`src/swin_pkg.sv`:
```
// What this block does
// - transfer length gives the count of parameter bytes sent in data out
// - zero transfer length skips data out and completes with good status
// - descriptor length comes from header bytes 6-7, msb first, steps descriptors
// - all descriptors share one length; bytes from 40 on are vendor bytes
// - fields sit at fixed descriptor offsets: id, auto, resolutions, geometry
// - identifier top bit picks side: below 80h front, 80h up back
// - one window kept per side; initiator uses ids 00h and 80h
// - stored window per side is kept and offered for later use
// - without option x resolution must be 0, 200, 240, 300 or 400
// - without option y resolution must be 0, 200, 240, 300 or 400
// - with option both resolutions accept 0 or 50 to 400
// - x origin limited to 14592 wide model, 10368 narrow model
// - y origin limited to 20736 on both models
// - width limited to 14592 wide model, 10368 narrow model
// - length limited to 20736 on both models
// - bad field gives check at command end, sense key 5, code 26h/00h; later descriptors still parsed and stored
package swin_pkg;
   localparam int XFER_LEN_W = 24;
   // header byte positions
   localparam logic [2:0] HDR_LEN_MSB = 3'h6;
   localparam logic [2:0] HDR_LAST = 3'h7;
   // descriptor byte positions
   localparam logic [15:0] OFS_ID = 16'h0000;
   localparam logic [15:0] OFS_XRES = 16'h0002;
   localparam logic [15:0] OFS_YRES = 16'h0004;
   localparam logic [15:0] OFS_OX = 16'h0006;
   localparam logic [15:0] OFS_OY = 16'h000a;
   localparam logic [15:0] OFS_W = 16'h000e;
   localparam logic [15:0] OFS_L = 16'h0012;
   localparam logic [15:0] OFS_L_END = 16'h0015;
   localparam logic [15:0] OFS_VENDOR = 16'h0028;
   localparam logic [15:0] MIN_DESC_LEN = 16'h0016;
   localparam int ID_SIDE_BIT = 7;
   // resolutions in dpi
   localparam logic [15:0] RES_DEFAULT = 16'h0000;
   localparam logic [15:0] RES_MIN = 16'h0032;
   localparam logic [15:0] RES_200 = 16'h00c8;
   localparam logic [15:0] RES_240 = 16'h00f0;
   localparam logic [15:0] RES_300 = 16'h012c;
   localparam logic [15:0] RES_400 = 16'h0190;
   // geometry limits in 1/1200 inch
   localparam logic [31:0] X_MAX_WIDE = 32'h00003900;
   localparam logic [31:0] X_MAX_NARROW = 32'h00002880;
   localparam logic [31:0] Y_MAX = 32'h00005100;
   // sense data
   localparam logic [3:0] SK_GOOD = 4'h0;
   localparam logic [3:0] SK_ILLEGAL = 4'h5;
   localparam logic [7:0] ASC_GOOD = 8'h00;
   localparam logic [7:0] ASC_BAD_PARAM = 8'h26;
   localparam logic [7:0] ASCQ_BAD_PARAM = 8'h00;
   // register map
   localparam logic [7:0] REG_CTRL = 8'h00;
   localparam logic [7:0] REG_STATUS = 8'h04;
   localparam logic [7:0] REG_WSEL = 8'h08;
   localparam logic [7:0] REG_WDATA = 8'h0c;
   localparam int CTRL_OPT_BIT = 0;
   localparam int CTRL_WIDE_BIT = 1;
   localparam logic [1:0] CTRL_RESET = 2'h0;
   // stored window words
   localparam logic [2:0] WORD_XRES = 3'h0;
   localparam logic [2:0] WORD_YRES = 3'h1;
   localparam logic [2:0] WORD_OX = 3'h2;
   localparam logic [2:0] WORD_OY = 3'h3;
   localparam logic [2:0] WORD_W = 3'h4;
   localparam logic [2:0] WORD_L = 3'h5;
   typedef enum logic [2:0] {
      ST_IDLE = 3'b000,
      ST_HDR = 3'b001,
      ST_DESC = 3'b010,
      ST_CHECK = 3'b011,
      ST_STORE = 3'b100,
      ST_DRAIN = 3'b101,
      ST_FINISH = 3'b110
   } parse_state_e;
endpackage

```
`src/scan_window_param_parser.sv`:
```
// The address-and-strobe port and the register addresses are this design's own decisions.
`timescale 1ns/1ps
module scan_window_param_parser #(
   parameter int LEN_W = swin_pkg::XFER_LEN_W
) (
   // clock and reset
   input wire logic i_ref_clk,
   input wire logic i_sys_rst,
   input wire logic i_clk_en,
   // command block
   input wire logic i_cmd_start,
   input wire logic [LEN_W-1:0] i_xfer_len,
   // data out phase
   input wire logic i_data_valid,
   input wire logic [7:0] i_data_byte,
   output logic o_data_req,
   // completion
   output logic o_done,
   output logic o_check,
   output logic [3:0] o_sense_key,
   output logic [7:0] o_asc,
   output logic [7:0] o_ascq,
   // register port
   input wire logic [7:0] i_addr,
   input wire logic [31:0] i_wr_data,
   input wire logic i_wr,
   input wire logic i_rd,
   output logic [31:0] o_rd_data
);
   if (LEN_W < 8 || LEN_W > 24) begin : g_bad_len
      $error("scan_window_param_parser: LEN_W must be 8 to 24");
   end

   function automatic logic in_rng(input logic [15:0] i, input logic [15:0] lo, input logic [15:0] hi);
      return (i >= lo) && (i <= hi);
   endfunction

   function automatic logic res_ok(input logic [15:0] r, input logic opt);
      if (r == swin_pkg::RES_DEFAULT) begin
         return 1'b1;
      end else if (opt) begin
         return (r >= swin_pkg::RES_MIN) && (r <= swin_pkg::RES_400);
      end else begin
         return (r == swin_pkg::RES_200) || (r == swin_pkg::RES_240) ||
                (r == swin_pkg::RES_300) || (r == swin_pkg::RES_400);
      end
   endfunction

   swin_pkg::parse_state_e st;
   swin_pkg::parse_state_e next_st;
   logic [LEN_W-1:0] remain;
   logic [2:0] hdr_idx;
   logic [15:0] desc_len;
   logic [15:0] desc_idx;
   logic [2:0] store_idx;
   logic err;
   logic [1:0] ctrl;
   logic [3:0] wsel;
   logic [1:0] win_valid;
   logic [7:0] win_id;
   logic [15:0] x_res;
   logic [15:0] y_res;
   logic [31:0] ox;
   logic [31:0] oy;
   logic [31:0] win_w;
   logic [31:0] win_l;
   logic [31:0] mem_q;

   // decode
   wire take = i_data_valid && o_data_req;
   wire last_byte = (remain == LEN_W'(1));
   wire ctrl_opt = ctrl[swin_pkg::CTRL_OPT_BIT];
   wire ctrl_wide = ctrl[swin_pkg::CTRL_WIDE_BIT];
   wire [31:0] x_max = ctrl_wide ? swin_pkg::X_MAX_WIDE : swin_pkg::X_MAX_NARROW;
   wire desc_take = take && (st == swin_pkg::ST_DESC);
   wire desc_end = (desc_idx == desc_len - 16'h0001);
   wire [15:0] next_desc_len = {desc_len[7:0], i_data_byte};
   wire res_good = res_ok(x_res, ctrl_opt) && res_ok(y_res, ctrl_opt);
   wire geo_good = (ox <= x_max) &&
                   (oy <= swin_pkg::Y_MAX) &&
                   (win_w <= x_max) &&
                   (win_l <= swin_pkg::Y_MAX);
   wire fields_good = res_good && geo_good;
   wire mem_we = (st == swin_pkg::ST_STORE);
   wire [3:0] mem_waddr = {win_id[swin_pkg::ID_SIDE_BIT], store_idx};
   wire [31:0] mem_wdata =
      (store_idx == swin_pkg::WORD_XRES) ? {16'h0000, x_res} :
      (store_idx == swin_pkg::WORD_YRES) ? {16'h0000, y_res} :
      (store_idx == swin_pkg::WORD_OX) ? ox :
      (store_idx == swin_pkg::WORD_OY) ? oy :
      (store_idx == swin_pkg::WORD_W) ? win_w : win_l;
   wire busy = (st != swin_pkg::ST_IDLE);
   wire [31:0] rd_mux =
      (i_addr == swin_pkg::REG_CTRL) ? {30'h0, ctrl} :
      (i_addr == swin_pkg::REG_STATUS) ? {28'h0, win_valid, o_check, busy} :
      (i_addr == swin_pkg::REG_WSEL) ? {28'h0, wsel} :
      (i_addr == swin_pkg::REG_WDATA) ? mem_q : 32'h0;

   // next state
   always_comb begin
      next_st = st;
      case (st)
         swin_pkg::ST_IDLE: begin
            if (i_cmd_start && (i_xfer_len != '0)) begin
               next_st = swin_pkg::ST_HDR;
            end
         end
         swin_pkg::ST_HDR: begin
            if (take && last_byte) begin
               next_st = swin_pkg::ST_FINISH;
            end else if (take && hdr_idx == swin_pkg::HDR_LAST) begin
               next_st = (next_desc_len < swin_pkg::MIN_DESC_LEN) ? swin_pkg::ST_DRAIN : swin_pkg::ST_DESC;
            end
         end
         swin_pkg::ST_DESC: begin
            if (take && desc_end) begin
               next_st = swin_pkg::ST_CHECK;
            end else if (take && last_byte) begin
               next_st = swin_pkg::ST_FINISH;
            end
         end
         swin_pkg::ST_CHECK: begin
            if (fields_good) begin
               next_st = swin_pkg::ST_STORE;
            end else if (remain == '0) begin
               next_st = swin_pkg::ST_FINISH;
            end else begin
               next_st = swin_pkg::ST_DESC;
            end
         end
         swin_pkg::ST_STORE: begin
            if (store_idx == swin_pkg::WORD_L) begin
               next_st = (remain == '0) ? swin_pkg::ST_FINISH : swin_pkg::ST_DESC;
            end
         end
         swin_pkg::ST_DRAIN: begin
            if (take && last_byte) begin
               next_st = swin_pkg::ST_FINISH;
            end
         end
         swin_pkg::ST_FINISH: next_st = swin_pkg::ST_IDLE;
         default: next_st = swin_pkg::ST_IDLE;
      endcase
   end

   // sequencer
   always_ff @(posedge i_ref_clk or posedge i_sys_rst) begin
      if (i_sys_rst) begin
         st <= swin_pkg::ST_IDLE;
         o_data_req <= 1'b0;
         remain <= '0;
         hdr_idx <= 3'h0;
         desc_idx <= 16'h0000;
         store_idx <= 3'h0;
         err <= 1'b0;
      end else if (i_clk_en) begin
         st <= next_st;
         o_data_req <= (next_st == swin_pkg::ST_HDR) || (next_st == swin_pkg::ST_DESC) ||
                       (next_st == swin_pkg::ST_DRAIN);
         if (st == swin_pkg::ST_IDLE && i_cmd_start) begin
            remain <= i_xfer_len;
            hdr_idx <= 3'h0;
            err <= 1'b0;
         end else if (take) begin
            remain <= remain - LEN_W'(1);
         end
         if (take && st == swin_pkg::ST_HDR) begin
            hdr_idx <= hdr_idx + 3'h1;
         end
         if (st == swin_pkg::ST_HDR && take && hdr_idx == swin_pkg::HDR_LAST &&
             next_desc_len < swin_pkg::MIN_DESC_LEN) begin
            err <= 1'b1;
         end
         if (st == swin_pkg::ST_CHECK && !fields_good) begin
            err <= 1'b1;
         end
         if (next_st == swin_pkg::ST_DESC && st != swin_pkg::ST_DESC) begin
            desc_idx <= 16'h0000;
         end else if (desc_take) begin
            desc_idx <= desc_idx + 16'h0001;
         end
         store_idx <= mem_we ? store_idx + 3'h1 : 3'h0;
      end
   end

   // header and descriptor field capture, msb first
   always_ff @(posedge i_ref_clk or posedge i_sys_rst) begin
      if (i_sys_rst) begin
         desc_len <= 16'h0000;
         win_id <= 8'h00;
         x_res <= 16'h0000;
         y_res <= 16'h0000;
         ox <= 32'h0;
         oy <= 32'h0;
         win_w <= 32'h0;
         win_l <= 32'h0;
      end else if (i_clk_en) begin
         if (take && st == swin_pkg::ST_HDR && hdr_idx >= swin_pkg::HDR_LEN_MSB) begin
            desc_len <= next_desc_len;
         end
         if (desc_take && desc_idx == swin_pkg::OFS_ID) begin
            win_id <= i_data_byte;
         end
         if (desc_take && in_rng(desc_idx, swin_pkg::OFS_XRES, swin_pkg::OFS_YRES - 16'h1)) begin
            x_res <= {x_res[7:0], i_data_byte};
         end
         if (desc_take && in_rng(desc_idx, swin_pkg::OFS_YRES, swin_pkg::OFS_OX - 16'h1)) begin
            y_res <= {y_res[7:0], i_data_byte};
         end
         if (desc_take && in_rng(desc_idx, swin_pkg::OFS_OX, swin_pkg::OFS_OY - 16'h1)) begin
            ox <= {ox[23:0], i_data_byte};
         end
         if (desc_take && in_rng(desc_idx, swin_pkg::OFS_OY, swin_pkg::OFS_W - 16'h1)) begin
            oy <= {oy[23:0], i_data_byte};
         end
         if (desc_take && in_rng(desc_idx, swin_pkg::OFS_W, swin_pkg::OFS_L - 16'h1)) begin
            win_w <= {win_w[23:0], i_data_byte};
         end
         if (desc_take && in_rng(desc_idx, swin_pkg::OFS_L, swin_pkg::OFS_L_END)) begin
            win_l <= {win_l[23:0], i_data_byte};
         end
      end
   end

   // completion and sense
   always_ff @(posedge i_ref_clk or posedge i_sys_rst) begin
      if (i_sys_rst) begin
         o_done <= 1'b0;
         o_check <= 1'b0;
         o_sense_key <= swin_pkg::SK_GOOD;
         o_asc <= swin_pkg::ASC_GOOD;
         o_ascq <= swin_pkg::ASC_GOOD;
      end else if (i_clk_en) begin
         o_done <= (st == swin_pkg::ST_FINISH) ||
                   (st == swin_pkg::ST_IDLE && i_cmd_start && i_xfer_len == '0);
         if (st == swin_pkg::ST_FINISH) begin
            o_check <= err;
            o_sense_key <= err ? swin_pkg::SK_ILLEGAL : swin_pkg::SK_GOOD;
            o_asc <= err ? swin_pkg::ASC_BAD_PARAM : swin_pkg::ASC_GOOD;
            o_ascq <= swin_pkg::ASCQ_BAD_PARAM;
         end else if (st == swin_pkg::ST_IDLE && i_cmd_start) begin
            o_check <= 1'b0;
            o_sense_key <= swin_pkg::SK_GOOD;
            o_asc <= swin_pkg::ASC_GOOD;
            o_ascq <= swin_pkg::ASC_GOOD;
         end
      end
   end

   // register port
   always_ff @(posedge i_ref_clk or posedge i_sys_rst) begin
      if (i_sys_rst) begin
         ctrl <= swin_pkg::CTRL_RESET;
         wsel <= 4'h0;
         win_valid <= 2'h0;
         o_rd_data <= 32'h0;
      end else if (i_clk_en) begin
         if (i_wr && i_addr == swin_pkg::REG_CTRL) begin
            ctrl <= i_wr_data[1:0];
         end
         if (i_wr && i_addr == swin_pkg::REG_WSEL) begin
            wsel <= i_wr_data[3:0];
         end
         if (mem_we && store_idx == swin_pkg::WORD_L) begin
            win_valid[win_id[swin_pkg::ID_SIDE_BIT]] <= 1'b1;
         end
         o_rd_data <= i_rd ? rd_mux : 32'h0;
      end
   end

   win_store #(
      .DW(32),
      .AW(4)
   ) u_store (
      .i_ref_clk(i_ref_clk),
      .i_sys_rst(i_sys_rst),
      .i_clk_en(i_clk_en),
      .i_we(mem_we),
      .i_waddr(mem_waddr),
      .i_wdata(mem_wdata),
      .i_raddr(wsel),
      .o_rdata(mem_q)
   );

   // checks
   a_zero_len_done: assert property (@(posedge i_ref_clk) disable iff (i_sys_rst)
      i_clk_en && st == swin_pkg::ST_IDLE && i_cmd_start && i_xfer_len == '0 |=> o_done && !o_check)
      else $error("zero length did not complete good");
   a_zero_no_req: assert property (@(posedge i_ref_clk) disable iff (i_sys_rst)
      i_clk_en && st == swin_pkg::ST_IDLE && i_cmd_start && i_xfer_len == '0 |=> !o_data_req [*2])
      else $error("zero length asked for data");
   a_drain_end: assert property (@(posedge i_ref_clk) disable iff (i_sys_rst)
      (i_clk_en && take && st == swin_pkg::ST_DRAIN && last_byte) ##1 i_clk_en |=> o_done && o_check)
      else $error("list end not completed");
   a_len_capture: assert property (@(posedge i_ref_clk) disable iff (i_sys_rst)
      i_clk_en && take && st == swin_pkg::ST_HDR && hdr_idx == swin_pkg::HDR_LAST
      |=> desc_len == {$past(desc_len[7:0]), $past(i_data_byte)})
      else $error("descriptor length not captured");
   a_store_side: assert property (@(posedge i_ref_clk) disable iff (i_sys_rst)
      mem_we |-> mem_waddr[3] == win_id[swin_pkg::ID_SIDE_BIT] && st != swin_pkg::ST_DESC)
      else $error("window stored on wrong side");
   a_store_word: assert property (@(posedge i_ref_clk) disable iff (i_sys_rst)
      mem_we && store_idx == swin_pkg::WORD_OX |-> mem_wdata == ox && mem_waddr[2:0] == swin_pkg::WORD_OX)
      else $error("window word mismatch");
   a_xres_fixed: assert property (@(posedge i_ref_clk) disable iff (i_sys_rst)
      i_clk_en && st == swin_pkg::ST_CHECK && !ctrl_opt && x_res == 16'h00c7 |=> err && !mem_we)
      else $error("odd x resolution accepted");
   a_yres_fixed: assert property (@(posedge i_ref_clk) disable iff (i_sys_rst)
      i_clk_en && st == swin_pkg::ST_CHECK && !ctrl_opt && y_res == 16'h0191 |=> err)
      else $error("odd y resolution accepted");
   a_res_option: assert property (@(posedge i_ref_clk) disable iff (i_sys_rst)
      i_clk_en && st == swin_pkg::ST_CHECK && ctrl_opt && geo_good && x_res == 16'h0064 &&
      y_res == 16'h0065 |=> mem_we)
      else $error("optional resolution refused");
   a_ox_limit: assert property (@(posedge i_ref_clk) disable iff (i_sys_rst)
      i_clk_en && st == swin_pkg::ST_CHECK && !ctrl_wide && ox == swin_pkg::X_MAX_NARROW + 32'h1 |=> err)
      else $error("x origin over limit accepted");
   a_oy_limit: assert property (@(posedge i_ref_clk) disable iff (i_sys_rst)
      i_clk_en && st == swin_pkg::ST_CHECK && oy > swin_pkg::Y_MAX |=> err)
      else $error("y origin over limit accepted");
   a_width_limit: assert property (@(posedge i_ref_clk) disable iff (i_sys_rst)
      i_clk_en && st == swin_pkg::ST_CHECK && ctrl_wide && win_w > swin_pkg::X_MAX_WIDE |=> err)
      else $error("width over limit accepted");
   a_length_limit: assert property (@(posedge i_ref_clk) disable iff (i_sys_rst)
      i_clk_en && st == swin_pkg::ST_CHECK && win_l > swin_pkg::Y_MAX |=> err)
      else $error("length over limit accepted");
   a_sense_code: assert property (@(posedge i_ref_clk) disable iff (i_sys_rst)
      o_done && o_check |-> o_sense_key == swin_pkg::SK_ILLEGAL && o_asc == swin_pkg::ASC_BAD_PARAM &&
      o_ascq == swin_pkg::ASCQ_BAD_PARAM)
      else $error("wrong sense data");
endmodule

```
`src/win_store.sv`:
```
`timescale 1ns/1ps
module win_store #(
   parameter int DW = 32,
   parameter int AW = 4
) (
   // clock and reset
   input wire logic i_ref_clk,
   input wire logic i_sys_rst,
   input wire logic i_clk_en,
   // write port
   input wire logic i_we,
   input wire logic [AW-1:0] i_waddr,
   input wire logic [DW-1:0] i_wdata,
   // read port
   input wire logic [AW-1:0] i_raddr,
   output logic [DW-1:0] o_rdata
);
   if (DW < 1 || AW < 1) begin : g_bad_size
      $error("win_store: bad size");
   end

   logic [DW-1:0] mem [0:(1<<AW)-1];

   always_ff @(posedge i_ref_clk) begin
      if (i_clk_en && i_we) begin
         mem[i_waddr] <= i_wdata;
      end
   end

   always_ff @(posedge i_ref_clk or posedge i_sys_rst) begin
      if (i_sys_rst) begin
         o_rdata <= '0;
      end else if (i_clk_en) begin
         o_rdata <= mem[i_raddr];
      end
   end
endmodule

```
`config.mk`:
```
export PLATFORM = sky130hd
export DESIGN_NAME = scan_window_param_parser
export DESIGN_NICKNAME = d
export VERILOG_FILES = /design/src/swin_pkg.sv /design/src/scan_window_param_parser.sv /design/src/win_store.sv
export SDC_FILE = /design/constraint.sdc
export NUM_CORES = 1
export LEC_CHECK = 0
export BUFFER_PORTS_ARGS = -buffer_cell sky130_fd_sc_hd__clkbuf_2
export CAP_MARGIN = 30
export CORE_ASPECT_RATIO = 0.9
export CORE_MARGIN = 2
export CORE_UTILIZATION = 45
export DETAILED_ROUTE_END_ITERATION = 10
export GPL_ROUTABILITY_DRIVEN = 0
export SYNTH_ARGS = -nofsm -noshare
export SYNTH_HDL_FRONTEND = slang
export SYNTH_HIERARCHICAL = 1
export SYNTH_SLANG_ARGS = --single-unit
```
`constraint.sdc`:
```
create_clock -name i_ref_clk -period 11.26 [get_ports i_ref_clk]
set_input_delay 1.126 -clock i_ref_clk [delete_from_list [all_inputs] [get_ports i_ref_clk]]
set_output_delay 1.126 -clock i_ref_clk [all_outputs]
set_load 0.005 [all_outputs]
```
== Word level (Yosys, flattened, before mapping) ==
Memories as Yosys holds them, arrays and structs flattened. A register that Yosys moved wholly into a read port is not among the register bits.
Index checks and enable logic that the tools add are counted.

* Add/subtract/negate cells: 5
* Bitwise operators: 1
* Magnitude comparators: 24
* Equality and inequality tests: 29
* Reduce and logical (&&, ||, !) cells: 80
* Muxes and demuxes: 47

{| class="wikitable"
|+ Operator list
! kind !! number
|-
| two-way mux 32 bit || 10
|-
| == test 16 x 8 -> 1 bit (second input constant) || 4
|-
| == test 16 x 9 -> 1 bit (second input constant) || 4
|-
| <= comparator 32 x 14 -> 1 bit || 2
|-
| <= comparator 32 x 15 -> 1 bit (second input constant) || 2
|-
| zero test 16 bit || 3
|-
| zero test 24 bit || 2
|-
| two-way mux 24 bit || 2
|-
| logical AND 1 bit || 39
|-
| two-way mux 3 bit || 13
|-
| greater-or-equal comparator 16 x 3 -> 1 bit (second input constant) || 2
|-
| greater-or-equal comparator 16 x 4 -> 1 bit (second input constant) || 2
|-
| greater-or-equal comparator 16 x 6 -> 1 bit (second input constant) || 2
|-
| <= comparator 16 x 4 -> 1 bit (second input constant) || 2
|-
| <= comparator 16 x 5 -> 1 bit (second input constant) || 2
|-
| <= comparator 16 x 9 -> 1 bit (second input constant) || 2
|-
| two-way mux 16 bit || 2
|-
| AND reduction 2 bit || 16
|-
| == test 24 x 1 -> 1 bit (second input constant) || 1
|-
| two-way mux 8 bit || 3
|-
| nonzero test 24 bit || 1
|-
| subtractor 24 x 1 -> 24 bit (second input constant) || 1
|-
| == test 3 bit (second input constant) || 7
|-
| case mux 3 bit (6 select lines) || 1
|-
| 29 further kinds || 61
|}

* Input bits: 79
* Register bits: 297
* Bits in writable memories: 512
* Word-level logic and storage cells: 211
* Output and inout bits: 55
* Memories: 1

{| class="wikitable"
|+ Memories
! memory !! words !! bits a word !! read ports !! clocked after memory_dff !! write ports !! RTL line !! RTL
|-
| u_store.mem || 16 || 32 || 1 || 1 || 1 || win_store.sv:22 || <nowiki>logic [DW-1:0] mem [0:(1<<AW)-1];</nowiki>
|}

== Logic depth before layout (Yosys ltp) ==
Gate-level depths: netlist of run 1.

* Depth after elaboration: 14
* Depth in mapped cells: 11
* Gate-level depth less buffers: 10

== By module ==
The synthesis of run 1 kept the hierarchy.

{| class="wikitable"
|+ By module, submodules not included
! module !! area an instance (um2) !! instances !! cells each !! sequential area each (um2)
|-
| win_store || 20752.4 || 1 || 879 || 16175.5
|-
| scan_window_param_parser || 14254.9 || 1 || 1410 || 6756.5
|}

== Least setup slack after synthesis of run 1 ==
No wires, ideal clock.

* Path type: input to register
* Start point: in i_clk_en
* End point: mem u_store.mem[12][0] (enable)
* Setup time: 0.461 ns
* Data arrival time: 3.944 ns
* Path buffers: 2
* Required time: 10.799 ns
* Cell stages on the path: 4
* Setup slack: 6.855 ns
* Path through: buf_2 clkbuf_1 nand4_1 nor3_1

* Longest elaborated chain between the ends: 3

{| class="wikitable"
|+ RTL lines
! element !! RTL line !! RTL
|-
| from (decl) || scan_window_param_parser.sv:9 || <nowiki>input wire logic i_clk_en,</nowiki>
|-
| logical AND 1 bit || win_store.sv:25 || <nowiki>if (i_clk_en && i_we) begin</nowiki>
|-
| two-way mux 1 bit || win_store.sv:25 ||
|-
| two-way mux 1 bit (implied by the code) || win_store.sv:26 || <nowiki>mem[i_waddr] <= i_wdata;</nowiki>
|-
| to (decl) || win_store.sv:22 ||
|}

Every way passes these cells.

== Worst setup path after layout of run 1 ==
* Start point: reg store_idx[0]
* End point: mem u_store.mem[11][26] (data pin)

* Longest elaborated chain between the ends: 6
* Elaborated cells on any way between the ends: 10
* Those cells by class: eq/ne (4); mux (5); reduce/logical (1)

{| class="wikitable"
|+ RTL lines
! element !! RTL line !! RTL
|-
| from (decl) || scan_window_param_parser.sv:55 || <nowiki>logic [2:0] store_idx;</nowiki>
|-
| from (signal assigned) || scan_window_param_parser.sv:182 || <nowiki>store_idx <= mem_we ? store_idx + 3'h1 : 3'h0;</nowiki>
|-
| == test 3 bit || scan_window_param_parser.sv:91 || <nowiki>(store_idx == swin_pkg::WORD_W) ? win_w : win_l;</nowiki>
|-
| two-way mux 32 bit || scan_window_param_parser.sv:91 ||
|-
| two-way mux 32 bit || scan_window_param_parser.sv:90 || <nowiki>(store_idx == swin_pkg::WORD_OY) ? oy :</nowiki>
|-
| two-way mux 32 bit || scan_window_param_parser.sv:89 || <nowiki>(store_idx == swin_pkg::WORD_OX) ? ox :</nowiki>
|-
| two-way mux 32 bit || scan_window_param_parser.sv:88 || <nowiki>(store_idx == swin_pkg::WORD_YRES) ? {16'h0000, y_res} :</nowiki>
|-
| two-way mux 32 bit * || scan_window_param_parser.sv:87 || <nowiki>(store_idx == swin_pkg::WORD_XRES) ? {16'h0000, x_res} :</nowiki>
|-
| net mem_wdata[26] || scan_window_param_parser.sv:86 || <nowiki>wire [31:0] mem_wdata =</nowiki>
|}

The timed path passes the listed nets; every way through them passes the cells marked *.

==> run_results.csv, run 1 <==
group,metric,value,unit
global_route,grt_usage,20.9,%
cts,h-tree-depth,3,
routing,vias,20400,
critical_path,reg2reg_to,"u_store/mem[11][26]",
critical_path,setup.worst_path.end_class,"flip-flop",
logic_synthesis,synth_seq_cells,814,
routing,ant_nets,0,
cts,cts-root-buf,"clkbuf_16",
global_route,grt_pass1_vias,20600,
logic_synthesis,synth_most_common_cell,"edfxtp_1",
pwr,intPower,5.21,mW
logic_synthesis,synth_enable_flop_cells,512,
cts,clk_path_buf_depth,3,
pwr,swShare,24.1,%
place,placed_cells,3330,
critical_path,startpoint,"store_idx[0]",
sta,slew_viol_final,0,
logic_synthesis,syn_area_per_cell,15.3,µm²
cts,cts_buffers,85,
logic_synthesis,yosysTopAreaCell,"edfxtp_1",
routing,viasPerCell,5.84,
routing,wirelength,83.2,mm
floorplan,row_count,97,
cts,clkTransAtPathRegs,0.06,ns
logic_synthesis,yosys_warnings,6,
sta,fin_crit,3.79,ns
floorplan,core_area,77400,µm²
critical_path,crit_path_start_kind,"flip-flop",
run,max_cap_viol_count,0,
pwr,power_switching,1.66,mW
run_status,status,"complete, no violations",
pwr,p_clk_share,42.6,%
floorplan,initial_core_util,45.2,%
critical_path,cp.required,11.51,ns
critical_path,crit_end,"u_store/mem[11][26]",
pwr,seqPwrFrac,49.2,%
cells_and_area,areaGrowthSynthToFinish,12.7,%
critical_path,critPathMaxFanout,34,
logic_synthesis,synthCells,2289,
sta,finalSetupTns,0,ns
critical_path,r2r-start,"store_idx[0]",
cells_and_area,drive_above_1_share,27.3,%
sta,slew_headroom,29.9,%
critical_path,worst-setup-path-type,"reg -> reg",
cts,post_cts_resized,0,
critical_path,rrSetupSlack,7.47,ns
global_route,grt_max_degree,131,
cells_and_area,fin_nets,2478,
logic_synthesis,seq_area_frac_synth,65.5,%
cells_and_area,layout.cells.non_filler,3490,
logic_synthesis,mappedNetlistArea,35000,µm²
worst_hold_path,min_path_type,"reg -> reg",
global_route,grt_pass1_wl,128,mm
cts,cts_tree,"done",
pwr,power_density,174,nW/µm²
place,portBuffers,90,
routing,drc,0,
routing,met2_wirelength,40.2,mm
sta,tightestPinTransition,1.05,ns
routing,drtPass1Iterations,7,
logic_synthesis,synth.distinct_cells,83,
sta,final-setup-viol-count,0,
floorplan,die_h,269,µm
pwr,ir_drop,0.000110,V
critical_path,critPathArrivalTime,4.05,ns
global_route,antenna_found_initial,0,
floorplan,io_pins,134,
sta,period_share,33.7,%
cts,cts_setup_buffers,0,
sta,timing.fmax,264,MHz
logic_synthesis,synth_top_area_share,43.9,%
cts,hold_buffers,0,
cts,clk_latency,0.65,ns
cts,cts.sinks,814,
global_route,overflow,0,
logic_synthesis,synth_commonest_cells,"512 x edfxtp_1, 302 x dfrtp_1, 171 x mux2_2, 152 x nor2_1, 129 x mux4_2",
floorplan,die_x,298,µm
cells_and_area,final_cell_area,39500,µm²
sta,skew,0.0249,ns
routing,wire_per_inst,23.8,µm
pwr,leakagePower,15.1,nW
critical_path,reg2regPathDepth,6,
routing,drt-initial-drc-count,1683,
cells_and_area,antenna_cells,0,
logic_synthesis,synthTopCellsByArea,"edfxtp_1 44%, dfrtp_1 22%, mux4_2 8.3%, mux2_2 5.5%, a21oi_1 1.7%",
place,postPlaceCellArea,36500,µm²
routing,routed-wl-met3,3.77,mm
logic_synthesis,synthArstFlopShare,37.1,%
floorplan,dieArea,80000,µm²
sta,hold_violations,0,
place,dp_hpwl,49.1,mm
routing,wl_met1,37.7,mm
logic_synthesis,synth_ff_type,"edfxtp_1",
routing,topRoutingLayerUsed,"met4",
pwr,p_comb_share,8.2,%
sta,rsz0062_at_grt,"false",
state kept, by name (all words and copies together), names as in the netlist:
register and cells:
st 3, o_done 1, o_rd_data 32, u_store/mem 512, remain 24, hdr_idx 3, win_l 32, store_idx 3
err 1, u_store/o_rdata 32, win_id 1, ctrl 2, wsel 4, x_res 16, win_valid 2, y_res 16
ox 32, win_w 32, oy 32, o_sense_key 1, desc_idx 16, o_data_req 1, desc_len 16
worst min path at each step:
stage / startpoint / endpoint / slack [ns] / depth (start not counted)
2_1_floorplan: win_valid[1] / win_valid[1] / 0.44 / 1
3_3_place_gp: win_valid[1] / win_valid[1] / 0.47 / 1
3_5_place_dp: o_rd_data[3] / o_rd_data[3] / 0.47 / 1
4_1_cts: o_rd_data[3] / o_rd_data[3] / 0.49 / 1
5_1_grt: o_rd_data[2] / o_rd_data[2] / 0.51 / 1
6_report: o_rd_data[3] / o_rd_data[3] / 0.49 / 1
cell type report:
cell class                 count  area (µm²)
multi-input combinational   1307       11200
timing repair buffer         147         950
sequential                   814       22900
inverter                      24        97.6
tap                         1039        1300
fill                        6511       38000
clock buffer                 120        2490
clock inverter                39         477
critical path: stages, from the launching register on:
cell and delay, ns:
dfrtp_1 0.52, inv_1 0.19, ha_1 0.16, buf_4 0.36, nor2b_2 0.92, nand2b_1 0.78, nor2_1 0.45
cells in the final DEF, fill, tap and decap left out, types with 30 or more instances in the layout:
cell       instances
clkbuf_16         91
a21oi_1          118
o21ai_0           83
buf_4             53
nand3_1           61
nor4_1            48
mux4_2           129
nor2_1           137
mux2i_1           35
a22o_1            30
nor3_1            34
clkbuf_2          89
nand2_1          128
dfrtp_1          299
mux2_2           171
edfxtp_1         512
power by group through the flow:
stage                     sequential (mW)  clock, mW  combinational (mW)
after floorplan                      3.39          0               0.441
after global placement               3.43          0               0.549
after detailed placement             3.44          0               0.566
after CTS                            3.38       2.99               0.568
after global routing                 3.39       3.12               0.623
final                                3.38       2.93               0.564
cells by family after synthesis:
| kind of cell | count (synthesis) | share of synthesized area, % |
|---|---|---|
| simple gates | 523 | 7.54 |
| compound gates | 370 | 7.26 |
| other cells | 1 | 0.0107 |
| flops | 814 | 65.5 |
| mux | 345 | 15.1 |
| xor+xnor | 34 | 0.851 |
| fa+ha+maj | 20 | 0.715 |
| buf+inv | 182 | 3.00 |
routing by layer:
layer / vias up / track usage, %
met4: 0 / 5.05
met2: 566 / 34.5
li1: 9064 / -
met1: 10600 / 29.8
met5: - / 0
met3: 106 / 2.69
metrics by stage:
step                      setup WS, ns  hold WS [ns]  utilization [%]  power, mW
after global placement            7.40         0.470             47.0       3.98
final                             7.47         0.486             51.0       6.87
after detailed placement          7.35         0.473             47.1       4.00
after CTS                         7.37         0.490             51.0       6.93
after global routing              7.13         0.507             51.0       7.13
after floorplan                   2.70         0.436                -       3.83
Note: power is estimated with default switching activity, not from simulation.
==> run 2, diff against run 1 <==
--- a/config.mk
+++ b/config.mk
@@ -5,6 +5,7 @@
 export SDC_FILE = /design/constraint.sdc
 export NUM_CORES = 1
 export LEC_CHECK = 0
+export ABC_AREA = 1
 export BUFFER_PORTS_ARGS = -buffer_cell sky130_fd_sc_hd__clkbuf_2
 export CAP_MARGIN = 30
 export CORE_ASPECT_RATIO = 0.9
==> constraint.sdc (replaced) <==
create_clock -name i_ref_clk -period 3.7 [get_ports i_ref_clk]
set_input_delay 0.37 -clock i_ref_clk [delete_from_list [all_inputs] [get_ports i_ref_clk]]
set_output_delay 0.37 -clock i_ref_clk [all_outputs]
set_load 0.005 [all_outputs]
==> run_results.csv, run 2 <==
group,metric,value,unit
run_status,status,"complete, no violations",
logic_synthesis,synth_commonest_cells,"1,241 x nand2_1, 512 x edfxtp_1, 485 x nand3_1, 302 x dfrtp_1, 302 x o21ai_0",
cells_and_area,antenna_cells,0,
logic_synthesis,synthSimpleGateAreaFrac,23.8,%
critical_path,critPathArrivalTime,3.27,ns
cts,cts.sinks,814,
routing,viasPerCell,5.30,
sta,finalSetupTns,0,ns
cells_and_area,largest_register_ff_count,512,
critical_path,setup.worst_path.end_class,"flip-flop",
logic_synthesis,synthTopCellsByArea,"edfxtp_1 41%, dfrtp_1 20%, nand2_1 13%, nand3_1 6.5%, o21ai_0 4.1%",
routing,drc,0,
pwr,leakagePower,17.7,nW
logic_synthesis,synth.distinct_cells,62,
floorplan,die_h,277,µm
cells_and_area,layout.cells.non_filler,5114,
logic_synthesis,yosys_warnings,6,
place,dp_slack,0.802,ns
global_route,grt_max_degree,189,
global_route,antenna_found_initial,0,
worst_hold_path,min_path_type,"in -> reg",
logic_synthesis,synth-compound-area-share,6.33,%
cts,h-tree-depth,3,
critical_path,reg2reg_to,"u_store/mem[0][27]",
sta,final-setup-viol-count,0,
cells_and_area,drive_above_1_share,10.4,%
logic_synthesis,synth_fa_ha_area_share,0.674,%
cts,cts-root-buf,"clkbuf_16",
critical_path,path_cells,"ha_1, ha_1, clkinv_1, buf_4, nor2_1, a31oi_1, o21ai_0, inv_1",
global_route,grt_pass1_vias,26100,
logic_synthesis,synth_top_family_by_area,"simple AND/OR/NAND/NOR gates",
cts,cts_buffers,84,
floorplan,core_area,81400,µm²
sta,slew_headroom,31.9,%
critical_path,cp.required,4.00,ns
sta,slew_viol_final,0,
routing,drtPass1Iterations,5,
global_route,grt_pass1_wl,153,mm
sta,layout_setup_ws,0.726,ns
logic_synthesis,syn_area_per_cell,9.53,µm²
sta,period_share,80.4,%
logic_synthesis,synthCells,3898,
critical_path,reg2regPathDepth,8,
cells_and_area,fin_nets,4083,
routing,wirelength,99.1,mm
pwr,power_density,516,nW/µm²
floorplan,row_count,99,
logic_synthesis,synth_top_area_share,41.4,%
critical_path,crit_path_start_kind,"flip-flop",
logic_synthesis,synth_xor_area_share,0.495,%
routing,ant_nets,0,
floorplan,die_x,307,µm
logic_synthesis,seq_area_frac_synth,61.7,%
critical_path,worst_path_max_delay_cell,"o21ai_0",
sta,tightestPinTransition,1.02,ns
cells_and_area,areaGrowthSynthToFinish,12.2,%
sta,fin_crit,2.97,ns
cts,clk_latency,0.67,ns
critical_path,crit_end,"u_store/mem[0][27]",
critical_path,slowest_delay,0.56,ns
routing,vias,27100,
place,placed_cells,4947,
sta,whs,0.0272,ns
global_route,overflow,0,
critical_path,critPathMaxFanout,16,
critical_path,worst-setup-path-type,"reg -> reg",
logic_synthesis,synth_enable_flop_cells,512,
logic_synthesis,synthMuxAreaShare,0.515,%
cts,cts_tree,"done",
logic_synthesis,synth_ff_type,"edfxtp_1",
sta,timing.fmax,336,MHz
sta,skew,0.0315,ns
logic_synthesis,yosysTopAreaCell,"edfxtp_1",
logic_synthesis,synth_seq_cells,814,
logic_synthesis,synthArstFlopShare,37.1,%
cts,clk_path_buf_depth,3,
run,max_cap_viol_count,0,
sta,hold_violations,0,
cells_and_area,final_common_cell,"nand2_1",
critical_path,r2r-start,"store_idx[0]",
cts,clkTransAtPathRegs,0.06,ns
critical_path,cp_common_cell,"ha_1",
cells_and_area,final_cell_mix,"1,241 x nand2_1, 512 x edfxtp_1, 485 x nand3_1",
floorplan,io_pins,134,
sta,rsz0062_at_grt,"false",
cells_and_area,finalCoreUtilization,51.2,%
logic_synthesis,mappedNetlistArea,37200,µm²
floorplan,initial_core_util,45.7,%
place,dp_hpwl,58.9,mm
pwr,ir_drop,0.000436,V
critical_path,rrSetupSlack,0.73,ns
critical_path,startpoint,"store_idx[0]",
routing,drt-initial-drc-count,2199,
floorplan,dieArea,84900,µm²
global_route,grt_usage,23.3,%
place,portBuffers,90,
logic_synthesis,synth_most_common_cell,"nand2_1",
routing,wire_per_inst,19.4,µm
cells_and_area,regMostFlops,"u_store/mem",
==> run 2: worst max-delay path, delay by kind of cell (launching register included) <==
family / cells / cell delay [ns]
fa+ha+maj: 2 / 0.40
simple gates: 1 / 0.11
compound gates: 2 / 0.63
buf+inv: 3 / 1.04
flops: 1 / 0.45
==> run 2: layout make-up <==
type | count | area [µm²]
clock buffer | 115 | 2390
clock inverter | 41 | 459
fill | 7405 | 39700
inverter | 313 | 1190
multi-input combinational | 2576 | 12000
sequential | 814 | 22900
tap | 1060 | 1330
timing repair buffer | 195 | 1390
==> run 2: metrics by stage <==
step | cell area (µm²) | total power [mW]
4_1_cts | 41700 | 21.6
6_report | 41700 | 21.5
3_3_place_gp | 38700 | 13.0
3_5_place_dp | 38700 | 13.0
5_1_grt | 41700 | 22.4
2_1_floorplan | 37200 | 12.2
==> run 2: worst min-delay path by stage <==
stage,start,to,cells after the start
5_1_grt,i_data_byte[1],x_res[1],3
3_5_place_dp,u_store/o_rdata[13],u_store/o_rdata[13],2
3_3_place_gp,u_store/o_rdata[17],u_store/o_rdata[17],2
4_1_cts,i_data_byte[1],x_res[1],3
2_1_floorplan,win_valid[0],win_valid[0],1
6_report,i_data_byte[1],x_res[1],3
==> run 2: what timing repair did <==
action	4_1_cts	5_1_grt
setup endpoints to repair	0	0
hold buffers	11	0
resized for setup	0	0
setup buffers	0	0
endpoints found under the hold margin	63	0
==> run 2: where the power goes <==
part           internal [mW]  switching, mW
registers               10.2          0.294
logic                  0.732           1.70
clock network           4.94           3.68
==> run 2: cells by family after synthesis <==
kind of cell,count (synthesis)
other,1
buffers and inverters,522
adders and majority gates,20
AOI/OAI and AO/OA,428
and+or+nand+nor,2075
xor gates and xnor gates,21
DFF,814
muxes,17
==> run 2: per-layer routing <==
layer	GRT usage (%)	vias up	wire length, µm
li1	-	13200	-
met2	37.6	689	46500
met4	6.50	0	2390
met3	2.76	137	4670
met1	33.4	13100	45500
met5	0	-	0
